==> src/verilog/ubg_consts.svh <==
// Purpose: Named constants for the serial port baud generator block.
// Assumes: Included by bare name; definitions only.
// Notes:   Register indices are word indices; byte address is four times the index.
`ifndef UBG_CONSTS_SVH
`define UBG_CONSTS_SVH

// ----------------------------------------------------------------------
// Register indices and bus geometry
// ----------------------------------------------------------------------
`define UBG_ADDR_W          12
`define UBG_IDX_W           10
`define UBG_IDX_RX_CTRL     10'h018
`define UBG_IDX_TX_CTRL     10'h098
`define UBG_IDX_BAUD_DIV    10'h099
`define UBG_BYTE_LSB        2'h0

// ----------------------------------------------------------------------
// Field positions in transmit_control_status
// ----------------------------------------------------------------------
`define UBG_TX_CLK_SRC      7
`define UBG_TX_NINE         6
`define UBG_TX_ENABLE       5
`define UBG_TX_SYNC         4
`define UBG_TX_HIGH_SPEED   2
`define UBG_TX_SHIFT_EMPTY  1
`define UBG_TX_NINTH_DATA   0
`define UBG_TX_WR_MASK      8'hF5

// ----------------------------------------------------------------------
// Field positions in receive_control_status
// ----------------------------------------------------------------------
`define UBG_RX_FRAME_ERR    2
`define UBG_RX_OVERRUN      1
`define UBG_RX_NINTH_DATA   0
`define UBG_RX_WR_MASK      8'hF8

// ----------------------------------------------------------------------
// Reset values
// ----------------------------------------------------------------------
`define UBG_TX_RESET        8'h02
`define UBG_RX_RESET        8'h00
`define UBG_DIV_RESET       8'h00

// ----------------------------------------------------------------------
// Prescale terminal counts: divide by 64, 16 and 4
// ----------------------------------------------------------------------
`define UBG_PRE_W           6
`define UBG_PRE_TOP_LOW     6'h3F
`define UBG_PRE_TOP_HIGH    6'h0F
`define UBG_PRE_TOP_SYNC    6'h03
`define UBG_PRE_ZERO        6'h00

`endif

==> src/verilog/ubg_pkg.sv <==
// Purpose: Types shared by the baud generator block and its bench.
// Assumes: ubg_consts.svh supplies widths.
// Notes:   No import; use ubg_pkg::name.
`include "ubg_consts.svh"

package ubg_pkg;

    // APB request as seen by the slave
    typedef struct packed {
        logic                   psel;
        logic                   penable;
        logic                   pwrite;
        logic [`UBG_ADDR_W-1:0] paddr;
        logic [31:0]            pwdata;
    } ubg_apb_req_s;

    // APB answer driven by the slave
    typedef struct packed {
        logic [31:0] prdata;
        logic        pready;
        logic        pslverr;
    } ubg_apb_rsp_s;

    // Baud output toward the shift logic
    typedef struct packed {
        logic tick;
        logic syncMaster;
        logic slaveClock;
        logic highSpeed;
    } ubg_baud_s;

    // Status fed back by the shift logic, same clock
    typedef struct packed {
        logic txShiftEmpty;
        logic rxFrameErr;
        logic rxOverrun;
        logic rxNinthBit;
    } ubg_shift_stat_s;

    typedef enum logic [1:0] {
        MODE_ASYNC_LOW,
        MODE_ASYNC_HIGH,
        MODE_SYNC_MASTER,
        MODE_SYNC_SLAVE
    } ubg_mode_e;

endpackage : ubg_pkg

==> src/verilog/ubg_baud_gen.sv <==
// Purpose: Baud rate generator with APB register access for a serial port.
// Assumes: 125 MHz clock; shift logic on the same clock feeds status bits.
// Notes:   Zero wait states beyond one registered access cycle.
`timescale 1ns/1ps
`default_nettype none
`include "ubg_consts.svh"

module ubg_baud_gen #(
    parameter int unsigned DIV_W = 8
) (
    input  wire logic                     clock,
    input  wire logic                     arst_n,
    input  wire ubg_pkg::ubg_apb_req_s    apbReq,
    output var  ubg_pkg::ubg_apb_rsp_s    apbRsp,
    input  wire ubg_pkg::ubg_shift_stat_s shiftStat,
    output var  ubg_pkg::ubg_baud_s       baudOut
);

    // ------------------------------------------------------------------
    // Register storage
    // ------------------------------------------------------------------
    logic [7:0]       txCtrl_q;
    logic [7:0]       rxCtrl_q;
    logic [DIV_W-1:0] baudDivisor_q;

    // ------------------------------------------------------------------
    // Bus decode
    // ------------------------------------------------------------------
    logic [`UBG_IDX_W-1:0] regIdx;
    logic                  byteOk;
    logic                  hitTx;
    logic                  hitRx;
    logic                  hitDiv;
    logic                  hitAny;
    logic                  setupPhase;
    logic                  accessDone;
    logic                  wrTx;
    logic                  wrRx;
    logic                  wrDiv;

    assign regIdx     = apbReq.paddr[`UBG_ADDR_W-1:2];
    assign byteOk     = (apbReq.paddr[1:0] == `UBG_BYTE_LSB);
    assign hitTx      = byteOk && (regIdx == `UBG_IDX_TX_CTRL);
    assign hitRx      = byteOk && (regIdx == `UBG_IDX_RX_CTRL);
    assign hitDiv     = byteOk && (regIdx == `UBG_IDX_BAUD_DIV);
    assign hitAny     = hitTx || hitRx || hitDiv;
    assign setupPhase = apbReq.psel && !apbReq.penable;
    // A write lands only on the edge that completes the access
    assign accessDone = apbReq.psel && apbReq.penable && apbRsp.pready;
    assign wrTx       = accessDone && apbReq.pwrite && hitTx;
    assign wrRx       = accessDone && apbReq.pwrite && hitRx;
    assign wrDiv      = accessDone && apbReq.pwrite && hitDiv;

    // ------------------------------------------------------------------
    // Read view
    // ------------------------------------------------------------------
    logic [7:0]  txView;
    logic [7:0]  rxView;
    logic [31:0] readMux;

    always_comb begin
        txView = txCtrl_q & `UBG_TX_WR_MASK;
        txView[`UBG_TX_SHIFT_EMPTY] = shiftStat.txShiftEmpty;
        rxView = rxCtrl_q & `UBG_RX_WR_MASK;
        rxView[`UBG_RX_FRAME_ERR]  = shiftStat.rxFrameErr;
        rxView[`UBG_RX_OVERRUN]    = shiftStat.rxOverrun;
        rxView[`UBG_RX_NINTH_DATA] = shiftStat.rxNinthBit;
        readMux = 32'h0000_0000;
        if (hitTx) begin
            readMux[7:0] = txView;
        end else if (hitRx) begin
            readMux[7:0] = rxView;
        end else if (hitDiv) begin
            readMux[DIV_W-1:0] = baudDivisor_q;
        end
    end

    // ------------------------------------------------------------------
    // APB answer: captured in setup, ready in the first access cycle
    // ------------------------------------------------------------------
    always_ff @(posedge clock or negedge arst_n) begin
        if (!arst_n) begin
            apbRsp <= '0;
        end else begin
            apbRsp.pready <= setupPhase;
            if (setupPhase) begin
                apbRsp.prdata  <= apbReq.pwrite ? 32'h0000_0000 : readMux;
                apbRsp.pslverr <= !hitAny;
            end else if (accessDone) begin
                apbRsp.prdata  <= 32'h0000_0000;
                apbRsp.pslverr <= 1'b0;
            end
        end
    end

    // ------------------------------------------------------------------
    // Control registers
    // ------------------------------------------------------------------
    // Read-only and unimplemented bits are never stored
    always_ff @(posedge clock or negedge arst_n) begin
        if (!arst_n) begin
            txCtrl_q <= `UBG_TX_RESET & `UBG_TX_WR_MASK;
        end else if (wrTx) begin
            txCtrl_q <= apbReq.pwdata[7:0] & `UBG_TX_WR_MASK;
        end
    end

    always_ff @(posedge clock or negedge arst_n) begin
        if (!arst_n) begin
            rxCtrl_q <= `UBG_RX_RESET;
        end else if (wrRx) begin
            rxCtrl_q <= apbReq.pwdata[7:0] & `UBG_RX_WR_MASK;
        end
    end

    always_ff @(posedge clock or negedge arst_n) begin
        if (!arst_n) begin
            baudDivisor_q <= DIV_W'(`UBG_DIV_RESET);
        end else if (wrDiv) begin
            baudDivisor_q <= apbReq.pwdata[DIV_W-1:0];
        end
    end

    // ------------------------------------------------------------------
    // Mode selection
    // ------------------------------------------------------------------
    ubg_pkg::ubg_mode_e       mode;
    logic [`UBG_PRE_W-1:0]    preTop;
    logic                     genRun;

    always_comb begin
        if (txCtrl_q[`UBG_TX_SYNC]) begin
            // Speed bit not consulted here
            mode = txCtrl_q[`UBG_TX_CLK_SRC] ? ubg_pkg::MODE_SYNC_MASTER
                                             : ubg_pkg::MODE_SYNC_SLAVE;
        end else begin
            mode = txCtrl_q[`UBG_TX_HIGH_SPEED] ? ubg_pkg::MODE_ASYNC_HIGH
                                                : ubg_pkg::MODE_ASYNC_LOW;
        end
    end

    always_comb begin
        genRun = 1'b1;
        unique case (mode)
            ubg_pkg::MODE_ASYNC_LOW:   preTop = `UBG_PRE_TOP_LOW;
            ubg_pkg::MODE_ASYNC_HIGH:  preTop = `UBG_PRE_TOP_HIGH;
            ubg_pkg::MODE_SYNC_MASTER: preTop = `UBG_PRE_TOP_SYNC;
            ubg_pkg::MODE_SYNC_SLAVE: begin
                // Outside clock drives the port; generator sits idle
                preTop = `UBG_PRE_TOP_SYNC;
                genRun = 1'b0;
            end
        endcase
    end

    // ------------------------------------------------------------------
    // Prescaler: fixed divide by 4, 16 or 64
    // ------------------------------------------------------------------
    logic [`UBG_PRE_W-1:0] preCnt_q;
    logic                  preWrap;

    // Greater-or-equal guards a mode change that lowers the top mid-count
    assign preWrap = genRun && (preCnt_q >= preTop);

    always_ff @(posedge clock or negedge arst_n) begin
        if (!arst_n) begin
            preCnt_q <= `UBG_PRE_ZERO;
        end else if (wrDiv || !genRun || preWrap) begin
            preCnt_q <= `UBG_PRE_ZERO;
        end else begin
            preCnt_q <= preCnt_q + `UBG_PRE_W'(1);
        end
    end

    // ------------------------------------------------------------------
    // Baud timer: divisor plus one prescaled ticks per pulse
    // ------------------------------------------------------------------
    logic [DIV_W-1:0] baudCnt_q;
    logic             baudWrap;

    assign baudWrap = preWrap && (baudCnt_q >= baudDivisor_q);

    always_ff @(posedge clock or negedge arst_n) begin
        if (!arst_n) begin
            baudCnt_q <= '0;
        end else if (wrDiv || !genRun) begin
            // New rate starts now, not after the old period
            baudCnt_q <= '0;
        end else if (baudWrap) begin
            baudCnt_q <= '0;
        end else if (preWrap) begin
            baudCnt_q <= baudCnt_q + DIV_W'(1);
        end
    end

    // ------------------------------------------------------------------
    // Outputs toward the shift logic
    // ------------------------------------------------------------------
    always_ff @(posedge clock or negedge arst_n) begin
        if (!arst_n) begin
            baudOut <= '0;
        end else begin
            baudOut.tick       <= baudWrap && !wrDiv;
            baudOut.syncMaster <= (mode == ubg_pkg::MODE_SYNC_MASTER);
            baudOut.slaveClock <= (mode == ubg_pkg::MODE_SYNC_SLAVE);
            baudOut.highSpeed  <= (mode == ubg_pkg::MODE_ASYNC_HIGH);
        end
    end

endmodule : ubg_baud_gen
`default_nettype wire

==> config.mk <==
export PLATFORM = sky130hd
export DESIGN_NAME = ubg_baud_gen
export DESIGN_NICKNAME = d
export VERILOG_FILES = /design/src/verilog/ubg_pkg.sv /design/src/verilog/ubg_baud_gen.sv
export VERILOG_INCLUDE_DIRS = /design/src /design/src/verilog
export SDC_FILE = /design/constraint.sdc
export NUM_CORES = 1
export LEC_CHECK = 0
export CORE_MARGIN = 1.5
export CORE_UTILIZATION = 40
export CTS_CLUSTER_SIZE = 30
export DETAILED_ROUTE_END_ITERATION = 6
export DONT_BUFFER_PORTS = 1
export PLACE_DENSITY = 0.61
export SLEW_MARGIN = 20
export SYNTH_ARGS = -nofsm -noshare
export SYNTH_HDL_FRONTEND = slang
export SYNTH_SLANG_ARGS = --single-unit
==> constraint.sdc <==
create_clock -name clock -period 2.8 [get_ports clock]
set_input_delay 0.56 -clock clock [delete_from_list [all_inputs] [get_ports clock]]
set_output_delay 0.56 -clock clock [all_outputs]
set_load 0.03 [all_outputs]
* Word level (Yosys, flattened, before mapping)
Index checks and enable logic that the tools add are counted.
** Word-level totals
- Bits in registers :: 71
- Bits of input ports :: 53
- Output and inout bits :: 38
- Word-level logic and storage cells :: 64
** Cells by class
- Add/subtract/negate cells :: 2
- Magnitude comparators :: 2
- Equality and inequality tests :: 6
- Multiplexer cells :: 17
- Reductions and logical operators :: 25
** Operators with widths (count)
- two-way mux 32 bit :: 2
- two-way mux 8 bit :: 7
- == test 10 x 8 -> 1 bit (second input constant) :: 2
- one-hot mux 6 bit (3 select lines) :: 1
- logical AND 1 bit :: 13
- == test 10 x 5 -> 1 bit (second input constant) :: 1
- adder 8 x 1 -> 8 bit (second input constant) :: 1
- greater-or-equal comparator 8 bit :: 1
- adder 6 x 1 -> 6 bit (second input constant) :: 1
- greater-or-equal comparator 6 bit :: 1
- two-way mux 6 bit :: 1
- two-way mux 1 bit :: 5
- == test 2 bit (second input constant) :: 2
- logical NOT 2 bit :: 2
- logical OR 1 bit :: 4
- logical NOT 1 bit :: 3
- nonzero test 3 bit :: 1
- == test 2 x 1 -> 1 bit (second input constant) :: 1
- two-way mux 2 bit :: 1
- nonzero test 2 bit :: 1
- OR reduction 2 bit :: 1

* Longest topological paths before layout
Gate-level depths: netlist of run 1.
- Depth in word-level cells :: 10
- Depth in mapped cells :: 9
- Mapped depth without buffers :: 7

* Least setup slack after synthesis of run 1
OpenSTA, ideal clock, no wires.
- Path type :: reg-to-reg
- Start :: register txCtrl_q[4]
- End :: register preCnt_q[2]
- Library setup time :: 0.069 ns
- Data arrival time :: 1.966 ns
- Slack :: 0.765 ns
- Cell stages (with the launch flop) :: 9
- Path buffers :: 2
- Cells stage by stage :: dfrtp_1 > or2_2 > ha_1 > a21o_1 > or2_1 > buf_2 > or2_1 > buf_6 > nor2_2
** On the way
- Longest elaborated chain between the ends :: 8
** RTL lines
- start, declared :: line ubg_baud_gen.sv:22 : logic [7:0] txCtrl_q;
- start signal, assigned :: line ubg_baud_gen.sv:102 : txCtrl_q <= `UBG_TX_RESET & `UBG_TX_WR_MASK;
- start signal, assigned :: line ubg_baud_gen.sv:104 : txCtrl_q <= apbReq.pwdata[7:0] & `UBG_TX_WR_MASK;
- two-way mux 2 bit * :: line ubg_baud_gen.sv:132 : if (txCtrl_q[`UBG_TX_SYNC]) begin
- == test 2 bit :: line ubg_baud_gen.sv:144 : unique case (mode)
- OR reduction 2 bit (no source line)
- one-hot mux 6 bit (3 select lines) :: line ubg_baud_gen.sv:144
- greater-or-equal comparator 6 bit :: line ubg_baud_gen.sv:163 : assign preWrap = genRun && (preCnt_q >= preTop);
- logical AND 1 bit :: line ubg_baud_gen.sv:163
- logical OR 1 bit * :: line ubg_baud_gen.sv:168 : end else if (wrDiv || !genRun || preWrap) begin
- two-way mux 6 bit * :: line ubg_baud_gen.sv:168
- end signal, assigned :: line ubg_baud_gen.sv:167 : preCnt_q <= `UBG_PRE_ZERO;
- end signal, assigned :: line ubg_baud_gen.sv:169 : preCnt_q <= `UBG_PRE_ZERO;
- end signal, assigned :: line ubg_baud_gen.sv:171 : preCnt_q <= preCnt_q + `UBG_PRE_W'(1);
- end, declared :: line ubg_baud_gen.sv:159 : logic [`UBG_PRE_W-1:0] preCnt_q;
Mark *: on every way between the ends. The rest lies on a longest branch, timed or not. The select of a mux whose other input is x is not followed.
A chain may end at the register's enable or synchronous reset.

* Worst setup path in the final report of run 1
- Start :: register txCtrl_q[4]
- End :: register baudCnt_q[2]
** On the way
- Longest elaborated chain between the ends :: 9
** RTL lines
- two-way mux 2 bit * :: line ubg_baud_gen.sv:132
- == test 2 bit :: line ubg_baud_gen.sv:144
- OR reduction 2 bit (no source line)
- one-hot mux 6 bit (3 select lines) :: line ubg_baud_gen.sv:144
- greater-or-equal comparator 6 bit :: line ubg_baud_gen.sv:163
- logical AND 1 bit :: line ubg_baud_gen.sv:163
- logical AND 1 bit :: line ubg_baud_gen.sv:181 : assign baudWrap = preWrap && (baudCnt_q >= baudDivisor_q);
- two-way mux 8 bit :: line ubg_baud_gen.sv:189 : end else if (baudWrap) begin
- two-way mux 8 bit :: line ubg_baud_gen.sv:186 : end else if (wrDiv || !genRun) begin
- end signal, assigned :: line ubg_baud_gen.sv:192 : baudCnt_q <= baudCnt_q + DIV_W'(1);
- end, declared :: line ubg_baud_gen.sv:178 : logic [DIV_W-1:0] baudCnt_q;
Marks and branches as above.

==> tab_implementation.tex, run 1 <==
\begin{tabular}{lr}
\hline
Metric & Value \\
\hline
\multicolumn{2}{l}{\textbf{Run status}} \\
Outcome & finished, violations left \\
Violations in the final reports & DRC \\
\multicolumn{2}{l}{\textbf{Floorplanning}} \\
Chip Width & 85.5 um \\
Placeable core region & 6460 um2 \\
Total Die Area & 7320 um2 \\
Row count & 29 \\
Starting Density & 0.422 \\
Number of ports placed on the die boundary & 91 \\
Die Height & 85.5 um \\
\multicolumn{2}{l}{\textbf{Worst setup path}} \\
Maximum net fanout on the critical path & 9 \\
Critical path data arrival time & 2430 ps \\
WS Path Type & register to register \\
Category of the worst setup path launch point & register \\
Required time worst endpoint & 3030 ps \\
Worst Setup End Kind & register \\
\multicolumn{2}{l}{\textbf{Synthesis}} \\
Number of enable flip-flop cells after synthesis & 0 \\
Most used flip-flop cell after synthesis & sky130\_fd\_sc\_hd\_\_dfrtp\_1 \\
Sequential element share of the synthesized area & 0.432 \\
Register bit total from synthesis & 47 \\
Synth cell types & 46 \\
Ys async rst share & 1.00 \\
Synth Cell Area & 2730 um2 \\
Most instantiated library cell after synthesis & sky130\_fd\_sc\_hd\_\_dfrtp\_1 \\
Largest area contributor in the synthesized netlist & sky130\_fd\_sc\_hd\_\_dfrtp\_1 \\
Biggest area contributors in the synthesized netlist & sky130\_fd\_sc\_hd\_\_dfrtp\_1 (43\%), sky130\_fd\_sc\_hd\_\_buf\_4 (6.9\%), sky130\_fd\_sc\_hd\_\_ha\_1 (6.4\%) \\
Post-Synthesis Cells & 274 \\
Commonest cells in the synthesized netlist & sky130\_fd\_sc\_hd\_\_dfrtp\_1 (47), sky130\_fd\_sc\_hd\_\_nand2\_1 (33), sky130\_fd\_sc\_hd\_\_buf\_4 (25) \\
Share of Yosys cell area claimed by the top area cell type & 0.432 \\
Synth Warn \# & 0 \\
Mean instance size in the synthesized netlist & 9.95 um2 \\
\multicolumn{2}{l}{\textbf{Placed design}} \\
Number of buffer cells added on primary ports & 0 \\
HPWL Detailed & 3.81 mm \\
Last weighted congestion value of the routability-driven placer & 0.750 \\
Placed cells & 344 \\
\multicolumn{2}{l}{\textbf{Global route}} \\
Via count of the first global-routing pass & 1888 \\
Number of antenna violations at the first check in global routing & 0 \\
Combined global-route utilization of all metal layers & 0.153 \\
Maximum number of pins on one net before global-route repair & 48 \\
Total global routing overflow & 0 \\
Wire length of the first global-routing pass & 8.97 mm \\
\multicolumn{2}{l}{\textbf{Min path}} \\
Path class of the lowest-slack min-delay path & primary input to asynchronous set/reset pin \\
\multicolumn{2}{l}{\textbf{Cells and area}} \\
Fraction of the core area covered by cells at the end of the flow & 0.442 \\
Layout Cells excl Fill & 353 \\
Antenna diode count & 0 \\
Layout overhead on the synthesized area & 4.82\% \\
Layout Nets & 342 \\
Layout cell share with drive strength beyond 1 & 0.123 \\
\multicolumn{2}{l}{\textbf{Routing}} \\
Mean number of vias per cell & 5.25 \\
First DRT Iteration DRCs & 103 \\
Aggregate routed wire length & 5.09 mm \\
Antenna violation net count after detailed routing & 0 \\
Routed len/inst & 14.4 um \\
Vias post-DR & 1852 \\
First drt pass iteration count & 6 \\
DRC violations left & 5 \\
\multicolumn{2}{l}{\textbf{Clock network}} \\
Htree depth & 2 \\
TritonCTS clock tree & built \\
Post-CTS setup repair buffer count & 0 \\
Clock-pin slew on the worst setup and hold paths & 90 ps \\
Number of buffers created by CTS & 5 \\
Clock latency at the later pin of the worst-skew pair & 310 ps \\
Clock sink total & 47 \\
Clock tree root buffer cell & sky130\_fd\_sc\_hd\_\_clkbuf\_8 \\
Max clock buf depth & 2 \\
\multicolumn{2}{l}{\textbf{Timing}} \\
Final count of pins violating max slew & 0 \\
Number of hold violations in the final report & 0 \\
Worst hold margin & 84.0 ps \\
Final period demand of the worst path & 2200 ps \\
Final period util & 0.785 \\
Maximum clock frequency & 455 MHz \\
Transition time at the pin with the least slew margin & 697 ps \\
Aggregate negative setup slack & 0 ps \\
Clock tree skew after final layout & 9.87 ps \\
Worst relative slew slack & 0.532 \\
Setup repair after global routing missed its margin & false \\
Final setup violation count & 0 \\
\multicolumn{2}{l}{\textbf{Job}} \\
Count of maximum capacitance violations & 0 \\
\multicolumn{2}{l}{\textbf{Pwr}} \\
Worst supply voltage drop on vdd & 180 uV \\
Power density relative to cell area & 538 nW/um2 \\
Leak & 1.41 nW \\
\hline
\end{tabular}
## final timing paths
kind,from,endpoint,slack [ps],depth (start not counted)
setup / recovery,txCtrl_q[4],baudCnt_q[2],600,6
hold / removal,arst_n,apbRsp[8],80,1
setup reg to reg,txCtrl_q[4],baudCnt_q[2],600,6
hold reg to reg,preCnt_q[0],preCnt_q[0],480,1
max in group asynchronous,arst_n,baudCnt_q[4],2500,1
min in group clock,apbReq[4],baudDivisor_q[4],370,2
## where the power goes
group          switching [mW]  internal [mW]
logic                   0.106         0.0553
registers              0.0474          0.717
clock network           0.248          0.362
total                   0.401           1.13
## sequential cells by signal, indices dropped and copies added, names as in the netlist
name	cells
apbRsp	10
baudCnt_q	8
baudDivisor_q	8
preCnt_q	6
txCtrl_q	6
rxCtrl_q	5
baudOut	4
## critical path: stages, from the launching register on
cell and delay [ps]:
sky130_fd_sc_hd__dfrtp_1 460, sky130_fd_sc_hd__or2_2 320, sky130_fd_sc_hd__ha_1 290, sky130_fd_sc_hd__a21o_1 190, sky130_fd_sc_hd__nor2_1 500, sky130_fd_sc_hd__o21ai_0 200
sky130_fd_sc_hd__a21oi_1 160
## what timing repair did
item,in CTS,in global routing
hold buffers,1,0
gates resized for setup,0,0
setup endpoints to repair,0,0
endpoints found under the hold margin,47,0
## final cells by class
cell class	count	area, um2
inverter	12	45.0
sequential	47	1180
timing repair buffer	5	57.6
multi-input combinational	204	1340
clock inverter	3	71.3
fill	631	3600
clock buffer	5	68.8
tap	77	96.3
## kinds of logic (layout without fill, tap and decap cells)
group                    count (synthesis)  after routing  share of synthesized area
flip-flops                              47             47                      0.432
AO/OA/AOI/OAI                           46             46                      0.123
adder cells (fa/ha/maj)                 14             14                     0.0643
multiplexers                            12             12                     0.0496
other                                    1             24                    0.00138
AND/OR/NAND/NOR                        104            104                      0.209
buffers and inverters                   46             25                      0.108
XOR/XNOR                                 4              4                     0.0129
## routing by layer
| metal | track usage | wire length [um] |
|---|---|---|
| met4 | 0.0528 | 81 |
| met3 | 0.0269 | 240 |
| met5 | 0 | 0 |
| met2 | 0.250 | 2410 |
| met1 | 0.207 | 2350 |
## stage by stage
| stage | area [um2] | setup slack [ps] | power (mW) |
|---|---|---|---|
| 3_3_place_gp | 2690 | 638 | 0.919 |
| 3_5_place_dp | 2690 | 621 | 0.925 |
| 2_1_floorplan | 2810 | 765 | 0.927 |
| 4_1_cts | 2860 | 587 | 1.56 |
| 5_1_grt | 2860 | 427 | 1.61 |
| 6_report | 2860 | 601 | 1.54 |
## cells in the final DEF, fill, tap and decap left out, types with 2 or more instances in the layout
cell type                   Yosys  layout
sky130_fd_sc_hd__a21oi_1        8       8
sky130_fd_sc_hd__nand2_1       33      33
sky130_fd_sc_hd__ha_1          14      14
sky130_fd_sc_hd__dfrtp_1       47      47
sky130_fd_sc_hd__a22oi_1       10      10
sky130_fd_sc_hd__nand3_1       14      14
sky130_fd_sc_hd__o31ai_2        7       7
sky130_fd_sc_hd__nor2b_1        3       3
sky130_fd_sc_hd__bufinv_16      0       2
sky130_fd_sc_hd__and2_1         3       3
sky130_fd_sc_hd__clkbuf_8       0       5
sky130_fd_sc_hd__nor2_2         6       6
sky130_fd_sc_hd__a31oi_1        3       3
sky130_fd_sc_hd__conb_1         1      24
sky130_fd_sc_hd__nor3_1         3       3
sky130_fd_sc_hd__and3_1         4       4
sky130_fd_sc_hd__mux2_1        12      12
sky130_fd_sc_hd__nand4_1        4       4
sky130_fd_sc_hd__xor2_1         2       2
sky130_fd_sc_hd__o21ai_1       11      11
sky130_fd_sc_hd__nor2_1        17      17
sky130_fd_sc_hd__and4_1         2       2
sky130_fd_sc_hd__xnor2_1        2       2
sky130_fd_sc_hd__buf_4         25       4
sky130_fd_sc_hd__or2_1          3       3
sky130_fd_sc_hd__inv_1         12      12
Power figures use the tool's default switching activity.
==> run 2: changes to the inputs <==
Settings changed: ABC_AREA set to 1, PLACE_DENSITY 0.61 to 0.63.
Clock period 2.8 ns to 2 ns, I/O delays scaled along.
==> run 2 against run 1 <==
  * The flow now finishes without violations
  * Global-route usage grew 1.8 points
  * Die area up 5.5%
  * Fmax rose by 24%
  * Final cell count up 31%
  * Sequential power is 39% higher
  * Setup slack worse by 380 ps
  * Routed wire length up 18%
  * Area after synthesis grew 5.7%
  * Clock power fell by 8.2%
  * Combinational power up 73%
  * Critical path type unchanged
==> tab_implementation.tex, run 2 <==
\begin{tabular}{lr}
\hline
Metric & Value \\
\hline
\multicolumn{2}{l}{\textbf{Synthesis}} \\
Synth cell types & 34 \\
Register bit total from synthesis & 47 \\
Most instantiated library cell after synthesis & sky130\_fd\_sc\_hd\_\_nand2\_1 \\
Ys async rst share & 1.00 \\
Largest area contributor in the synthesized netlist & sky130\_fd\_sc\_hd\_\_dfrtp\_1 \\
Most used flip-flop cell after synthesis & sky130\_fd\_sc\_hd\_\_dfrtp\_1 \\
Synth Cell Area & 2880 um2 \\
Mean instance size in the synthesized netlist & 8.12 um2 \\
Commonest cells in the synthesized netlist & sky130\_fd\_sc\_hd\_\_nand2\_1 (91), sky130\_fd\_sc\_hd\_\_dfrtp\_1 (47), sky130\_fd\_sc\_hd\_\_inv\_1 (43) \\
Sequential element share of the synthesized area & 0.408 \\
Share of Yosys cell area claimed by the top area cell type & 0.408 \\
Biggest area contributors in the synthesized netlist & sky130\_fd\_sc\_hd\_\_dfrtp\_1 (41\%), sky130\_fd\_sc\_hd\_\_nand2\_1 (12\%), sky130\_fd\_sc\_hd\_\_buf\_4 (6.3\%) \\
Post-Synthesis Cells & 355 \\
Number of enable flip-flop cells after synthesis & 0 \\
Synth Warn \# & 0 \\
\multicolumn{2}{l}{\textbf{Placed design}} \\
HPWL Detailed & 4.37 mm \\
Dpl cell area & 2920 um2 \\
Number of buffer cells added on primary ports & 0 \\
Last weighted congestion value of the routability-driven placer & 0.780 \\
\multicolumn{2}{l}{\textbf{Cells and area}} \\
Layout Nets & 432 \\
Register with the most flip-flops & apbRsp \\
Layout overhead on the synthesized area & 5.38\% \\
Antenna diode count & 0 \\
Flip-flop count of the largest register after layout & 10 \\
Layout cell share with drive strength beyond 1 & 0.123 \\
Finished Cell Area & 3040 um2 \\
Largest registers ranked by flip-flop count & apbRsp: 10 flops, baudCnt\_q: 8 flops, baudDivisor\_q: 8 flops \\
Top library cells by usage in the layout, fill and taps aside & sky130\_fd\_sc\_hd\_\_nand2\_1 (91), sky130\_fd\_sc\_hd\_\_dfrtp\_1 (47), sky130\_fd\_sc\_hd\_\_inv\_1 (43), sky130\_fd\_sc\_hd\_\_nor2\_1 (26) \\
Commonest non-fill, non-tap cell in the layout & sky130\_fd\_sc\_hd\_\_nand2\_1 \\
\multicolumn{2}{l}{\textbf{Floorplanning}} \\
Total Die Area & 7720 um2 \\
Placeable core region & 6870 um2 \\
Row count & 30 \\
Number of ports placed on the die boundary & 91 \\
Die Height & 87.9 um \\
Chip Width & 87.9 um \\
Starting Density & 0.419 \\
\multicolumn{2}{l}{\textbf{Worst setup path}} \\
Worst Setup End Kind & register \\
Critical path data arrival time & 2020 ps \\
Reg-to-reg setup timing slack & 220 ps \\
Maximum net fanout on the critical path & 8 \\
Category of the worst setup path launch point & register \\
WS Path Type & register to register \\
Slowest cell on crit path & sky130\_fd\_sc\_hd\_\_dfrtp\_1 \\
Start of the worst register-to-register path & txCtrl\_q[2] \\
Worst reg-to-reg path cell count & 10 \\
Cell repeated most along the worst path & sky130\_fd\_sc\_hd\_\_nand2\_1 \\
Required time worst endpoint & 2240 ps \\
Capture point of the worst reg-to-reg path & baudCnt\_q[1] \\
CP Cell Sequence & inv\_1, nand2\_1, ha\_1, nand2\_1, nor2\_1, a21boi\_2, nor2\_2, buf\_4, nand4\_1, nand2\_1 \\
Largest stage delay on the critical path & 380 ps \\
\multicolumn{2}{l}{\textbf{Timing}} \\
Final period util & 0.890 \\
Transition time at the pin with the least slew margin & 645 ps \\
Clock tree skew after final layout & 6.61 ps \\
Final count of pins violating max slew & 0 \\
Final setup violation count & 0 \\
Final period demand of the worst path & 1780 ps \\
Setup repair after global routing missed its margin & false \\
Maximum clock frequency & 562 MHz \\
Worst relative slew slack & 0.568 \\
Number of hold violations in the final report & 0 \\
Worst hold margin & 244 ps \\
Aggregate negative setup slack & 0 ps \\
\multicolumn{2}{l}{\textbf{Routing}} \\
First DRT Iteration DRCs & 134 \\
Antenna violation net count after detailed routing & 0 \\
Mean number of vias per cell & 4.84 \\
Vias post-DR & 2238 \\
DRC violations left & 0 \\
Routed len/inst & 13.0 um \\
First drt pass iteration count & 4 \\
Aggregate routed wire length & 6.01 mm \\
\multicolumn{2}{l}{\textbf{Run status}} \\
Outcome & finished, final reports clean \\
\multicolumn{2}{l}{\textbf{Pwr}} \\
Power density relative to cell area & 625 nW/um2 \\
Worst supply voltage drop on vdd & 491 uV \\
Leak & 1.65 nW \\
Power consumption & 1.90 mW \\
\multicolumn{2}{l}{\textbf{Min path}} \\
Hold Startpoint & apbReq[2] \\
Number of stages on the worst hold path & 2 \\
Endpoint with the worst hold slack & txCtrl\_q[2] \\
Path class of the lowest-slack min-delay path & primary input to register \\
\multicolumn{2}{l}{\textbf{Clock network}} \\
Post-CTS setup repair buffer count & 0 \\
Number of buffers created by CTS & 5 \\
Htree depth & 2 \\
Max clock buf depth & 2 \\
Post-CTS Resized & 0 \\
Clock latency at the later pin of the worst-skew pair & 300 ps \\
Clock-pin slew on the worst setup and hold paths & 90 ps \\
Clock tree root buffer cell & sky130\_fd\_sc\_hd\_\_clkbuf\_8 \\
TritonCTS clock tree & built \\
Clock sink total & 47 \\
\multicolumn{2}{l}{\textbf{Global route}} \\
Wire length of the first global-routing pass & 10.1 mm \\
Total global routing overflow & 0 \\
Number of antenna violations at the first check in global routing & 0 \\
Maximum number of pins on one net before global-route repair & 48 \\
Via count of the first global-routing pass & 2123 \\
Combined global-route utilization of all metal layers & 0.171 \\
\multicolumn{2}{l}{\textbf{Job}} \\
Count of maximum capacitance violations & 0 \\
\hline
\end{tabular}
## run 2: kinds of logic after synthesis
family | share of synthesized area
xor gates and xnor gates | 0.0152
other | 0.00130
AOI/OAI and AO/OA | 0.0708
and+or+nand+nor | 0.312
DFF | 0.408
buffers and inverters | 0.132
adders and majority gates | 0.0608
## run 2: metal layers
layer  vias up  share of wire  track usage
li1       1113              -            -
met3         6          0.055       0.0339
met4         0          0.012       0.0505
met5         -              0            0
met2        70           0.47        0.275
met1      1049           0.47        0.235
## run 2: area by class of cell
class	instances	area, um2
flip-flops and latches	47	1180
fillers	717	3830
well taps	96	120
inverters	46	173
repair buffers	7	75.1
clock inverters	1	5.00
clock buffers	7	76.3
multi-input cells	258	1410
## run 2: how the worst max path moves through the flow
stage	cells after the start	from	slack, ps	to
2_1_floorplan	10	txCtrl_q[4]	280	baudCnt_q[4]
3_3_place_gp	9	txCtrl_q[4]	280	baudCnt_q[4]
3_5_place_dp	8	baudCnt_q[3]	260	baudCnt_q[0]
4_1_cts	10	txCtrl_q[2]	200	baudCnt_q[0]
5_1_grt	9	txCtrl_q[4]	20	baudCnt_q[1]
6_report	10	txCtrl_q[2]	220	baudCnt_q[1]
## run 2: repair_timing
action / 4_1_cts / 5_1_grt
hold buffers: 2 / 0
hold endpoints to repair: 47 / 0
setup endpoints to repair: 0 / 0
## run 2: per-stage QoR
| stage | setup WS, ps | cells | utilization |
|---|---|---|---|
| floorplan | 279 | 378 | - |
| global placement | 278 | 452 | 0.425 |
| detailed placement | 255 | 452 | 0.425 |
| CTS | 203 | 462 | 0.442 |
| global route | 18.9 | 462 | 0.442 |
| finish | 221 | 462 | 0.442 |
## run 2: critical path: cells and delay by family (launching register included)
kind / cells / cell delay [ps]
AO/OA/AOI/OAI: 1 / 100
buffers and inverters: 2 / 290
AND/OR/NAND/NOR: 6 / 650
adder cells (fa/ha/maj): 1 / 310
flip-flops: 1 / 380
## run 2: report_power, final
group | switching (mW) | internal, mW
Sequential | 0.0525 | 1.00
Clock | 0.314 | 0.246
Combinational | 0.193 | 0.0872
Total | 0.560 | 1.34
==> run 3: changes to the inputs <==
Settings changed: BUFFER_PORTS_ARGS set to -buffer_cell sky130_fd_sc_hd__buf_2, DONT_BUFFER_PORTS 1 to unset, PLACE_DENSITY 0.63 to 0.75.
==> run 3 against run 2 <==
  * Sequential power about the same
  * Sequential share of layout area fell by 2.5 points
  * First-iteration DRC count shrank 9.7%
==> tab_implementation.tex, run 3 (synthesis results as in run 2) <==
\begin{tabular}{lr}
\hline
Metric & Value \\
\hline
\multicolumn{2}{l}{\textbf{Timing}} \\
Clock tree skew after final layout & 7.31 ps \\
Final setup violation count & 0 \\
Number of hold violations in the final report & 0 \\
Setup repair after global routing missed its margin & false \\
Maximum clock frequency & 560 MHz \\
Final period demand of the worst path & 1790 ps \\
Final period util & 0.893 \\
Aggregate negative setup slack & 0 ps \\
Worst relative slew slack & 0.632 \\
Final count of pins violating max slew & 0 \\
Transition time at the pin with the least slew margin & 550 ps \\
\multicolumn{2}{l}{\textbf{Pwr}} \\
Cell-internal power & 1.36 mW \\
Comb power frac & 0.162 \\
Power consumption & 1.96 mW \\
Sw Pwr & 0.603 mW \\
Part of the power in the clock network & 0.303 \\
Leak & 1.83 nW \\
Power density relative to cell area & 604 nW/um2 \\
Sequential share of power & 0.534 \\
Worst supply voltage drop on vdd & 305 uV \\
Fraction of power spent switching nets & 0.307 \\
\multicolumn{2}{l}{\textbf{Floorplanning}} \\
Die Height & 87.9 um \\
Chip Width & 87.9 um \\
Total Die Area & 7720 um2 \\
Number of ports placed on the die boundary & 91 \\
Starting Density & 0.419 \\
Placeable core region & 6870 um2 \\
Row count & 30 \\
\multicolumn{2}{l}{\textbf{Job}} \\
Count of maximum capacitance violations & 0 \\
\multicolumn{2}{l}{\textbf{Cells and area}} \\
Antenna diode count & 0 \\
Largest registers ranked by flip-flop count & apbRsp: 10 flops, baudCnt\_q: 8 flops, baudDivisor\_q: 8 flops \\
Layout Nets & 474 \\
Register cell area after layout & 1180 um2 \\
Commonest non-fill, non-tap cell in the layout & sky130\_fd\_sc\_hd\_\_nand2\_1 \\
Layout overhead on the synthesized area & 12.7\% \\
Register with the most flip-flops & apbRsp \\
Layout Cells excl Fill & 504 \\
Layout cell share with drive strength beyond 1 & 0.221 \\
Filler instances & 670 \\
Flip-flop count of the largest register after layout & 10 \\
Top library cells by usage in the layout, fill and taps aside & sky130\_fd\_sc\_hd\_\_nand2\_1 (91), sky130\_fd\_sc\_hd\_\_dfrtp\_1 (47), sky130\_fd\_sc\_hd\_\_inv\_1 (43), sky130\_fd\_sc\_hd\_\_buf\_2 (42), sky130\_fd\_sc\_hd\_\_nor2\_1 (26) \\
Area taken by multi-input logic gates & 1410 um2 \\
Fraction of the core area covered by cells at the end of the flow & 0.473 \\
\multicolumn{2}{l}{\textbf{Routing}} \\
Vias post-DR & 2376 \\
Aggregate routed wire length & 5.83 mm \\
DRC violations left & 0 \\
First drt pass iteration count & 5 \\
Antenna violation net count after detailed routing & 0 \\
Routed len/inst & 11.6 um \\
Mean number of vias per cell & 4.71 \\
First DRT Iteration DRCs & 121 \\
\multicolumn{2}{l}{\textbf{Worst setup path}} \\
Capture point of the worst reg-to-reg path & baudCnt\_q[1] \\
Worst Setup End Kind & register \\
Maximum net fanout on the critical path & 8 \\
Cell repeated most along the worst path & sky130\_fd\_sc\_hd\_\_nand2\_1 \\
Reg-to-reg setup timing slack & 210 ps \\
Combined buffer and inverter count along the critical path & 2 \\
CP Cell Sequence & inv\_1, nand2\_1, ha\_1, nand2\_1, nor2\_1, a21boi\_2, nor2\_2, buf\_4, nand4\_1, nand2\_1 \\
Worst reg-to-reg path cell count & 10 \\
Critical path data arrival time & 2040 ps \\
WS Path Type & register to register \\
Crit path max-delay family & simple AND/OR/NAND/NOR gates \\
Slowest cell on crit path & sky130\_fd\_sc\_hd\_\_dfrtp\_1 \\
Required time worst endpoint & 2250 ps \\
Start of the worst register-to-register path & txCtrl\_q[2] \\
Category of the worst setup path launch point & register \\
Largest stage delay on the critical path & 390 ps \\
Total number of cells along the worst setup path & 10 \\
\multicolumn{2}{l}{\textbf{Clock network}} \\
Max clock buf depth & 2 \\
Number of buffers inserted for hold repair after clock tree synthesis & 0 \\
Clock sink total & 47 \\
Clock tree root buffer cell & sky130\_fd\_sc\_hd\_\_clkbuf\_8 \\
Post-CTS Resized & 0 \\
Htree depth & 2 \\
Clock-pin slew on the worst setup and hold paths & 90 ps \\
Clock latency at the later pin of the worst-skew pair & 310 ps \\
TritonCTS clock tree & built \\
Post-CTS setup repair buffer count & 0 \\
Number of buffers created by CTS & 5 \\
\multicolumn{2}{l}{\textbf{Global route}} \\
Wire length of the first global-routing pass & 9.72 mm \\
Combined global-route utilization of all metal layers & 0.160 \\
Via count of the first global-routing pass & 2138 \\
Number of antenna violations at the first check in global routing & 0 \\
Maximum number of pins on one net before global-route repair & 29 \\
Total global routing overflow & 0 \\
\multicolumn{2}{l}{\textbf{Placed design}} \\
Number of buffer cells added on primary ports & 42 \\
HPWL Detailed & 4.58 mm \\
Last weighted congestion value of the routability-driven placer & 0.824 \\
Placed cells & 496 \\
\multicolumn{2}{l}{\textbf{Run status}} \\
Outcome & finished, final reports clean \\
\multicolumn{2}{l}{\textbf{Min path}} \\
Path class of the lowest-slack min-delay path & primary input to asynchronous set/reset pin \\
\hline
\end{tabular}
## run 3: cell types whose count changed in the layout (fill, tap and decap cells not counted)
cell / previous run / this run
sky130_fd_sc_hd__inv_6: 0 / 1
sky130_fd_sc_hd__clkinvlp_4: 0 / 2
sky130_fd_sc_hd__dlygate4sd3_1: 1 / 0
sky130_fd_sc_hd__clkbuf_1: 2 / 0
sky130_fd_sc_hd__buf_2: 0 / 42
sky130_fd_sc_hd__buf_12: 0 / 1
sky130_fd_sc_hd__buf_4: 5 / 6
sky130_fd_sc_hd__buf_16: 1 / 0
sky130_fd_sc_hd__clkinv_2: 1 / 0
## run 3: per-stage QoR
step	instance area [um2]	worst slack [ps]	hold slack [ps]
after floorplan	2970	279	104
after global placement	3160	280	381
after detailed placement	3160	226	393
after CTS	3250	196	60.0
after global routing	3250	30.1	78.0
final	3250	213	42.3
## run 3: worst max-delay path by stage
stage | from | to | slack, ps
after global routing | txCtrl_q[4] | baudCnt_q[1] | 30
after global placement | txCtrl_q[2] | baudCnt_q[7] | 280
after detailed placement | txCtrl_q[2] | baudCnt_q[7] | 230
final | txCtrl_q[2] | baudCnt_q[1] | 210
after CTS | txCtrl_q[4] | baudCnt_q[1] | 200
after floorplan | txCtrl_q[4] | baudCnt_q[4] | 280
## run 3: layout make-up
type / instances / area share
clock buffers: 5 / 0.0212
well taps: 96 / 0.0370
repair buffers: 49 / 0.0847
flip-flops and latches: 47 / 0.362
inverters: 46 / 0.0532
multi-input cells: 258 / 0.435
clock inverters: 3 / 0.00732
## run 3: power by group through the flow
| stage | Clock [mW] | Sequential [mW] | Combinational, mW |
|---|---|---|---|
| floorplan | 0 | 1.07 | 0.254 |
| global placement | 0 | 1.07 | 0.309 |
| detailed placement | 0 | 1.07 | 0.318 |
| CTS | 0.612 | 1.05 | 0.323 |
| global route | 0.649 | 1.06 | 0.363 |
| finish | 0.595 | 1.05 | 0.318 |
## run 3: per-layer routing
layer	global-route usage	routed length (um)	vias up
met4	0.0534	76	0
met2	0.247	2640	84
met1	0.227	2780	1087
met3	0.0292	335	7
li1	-	-	1198
met5	0	0	-
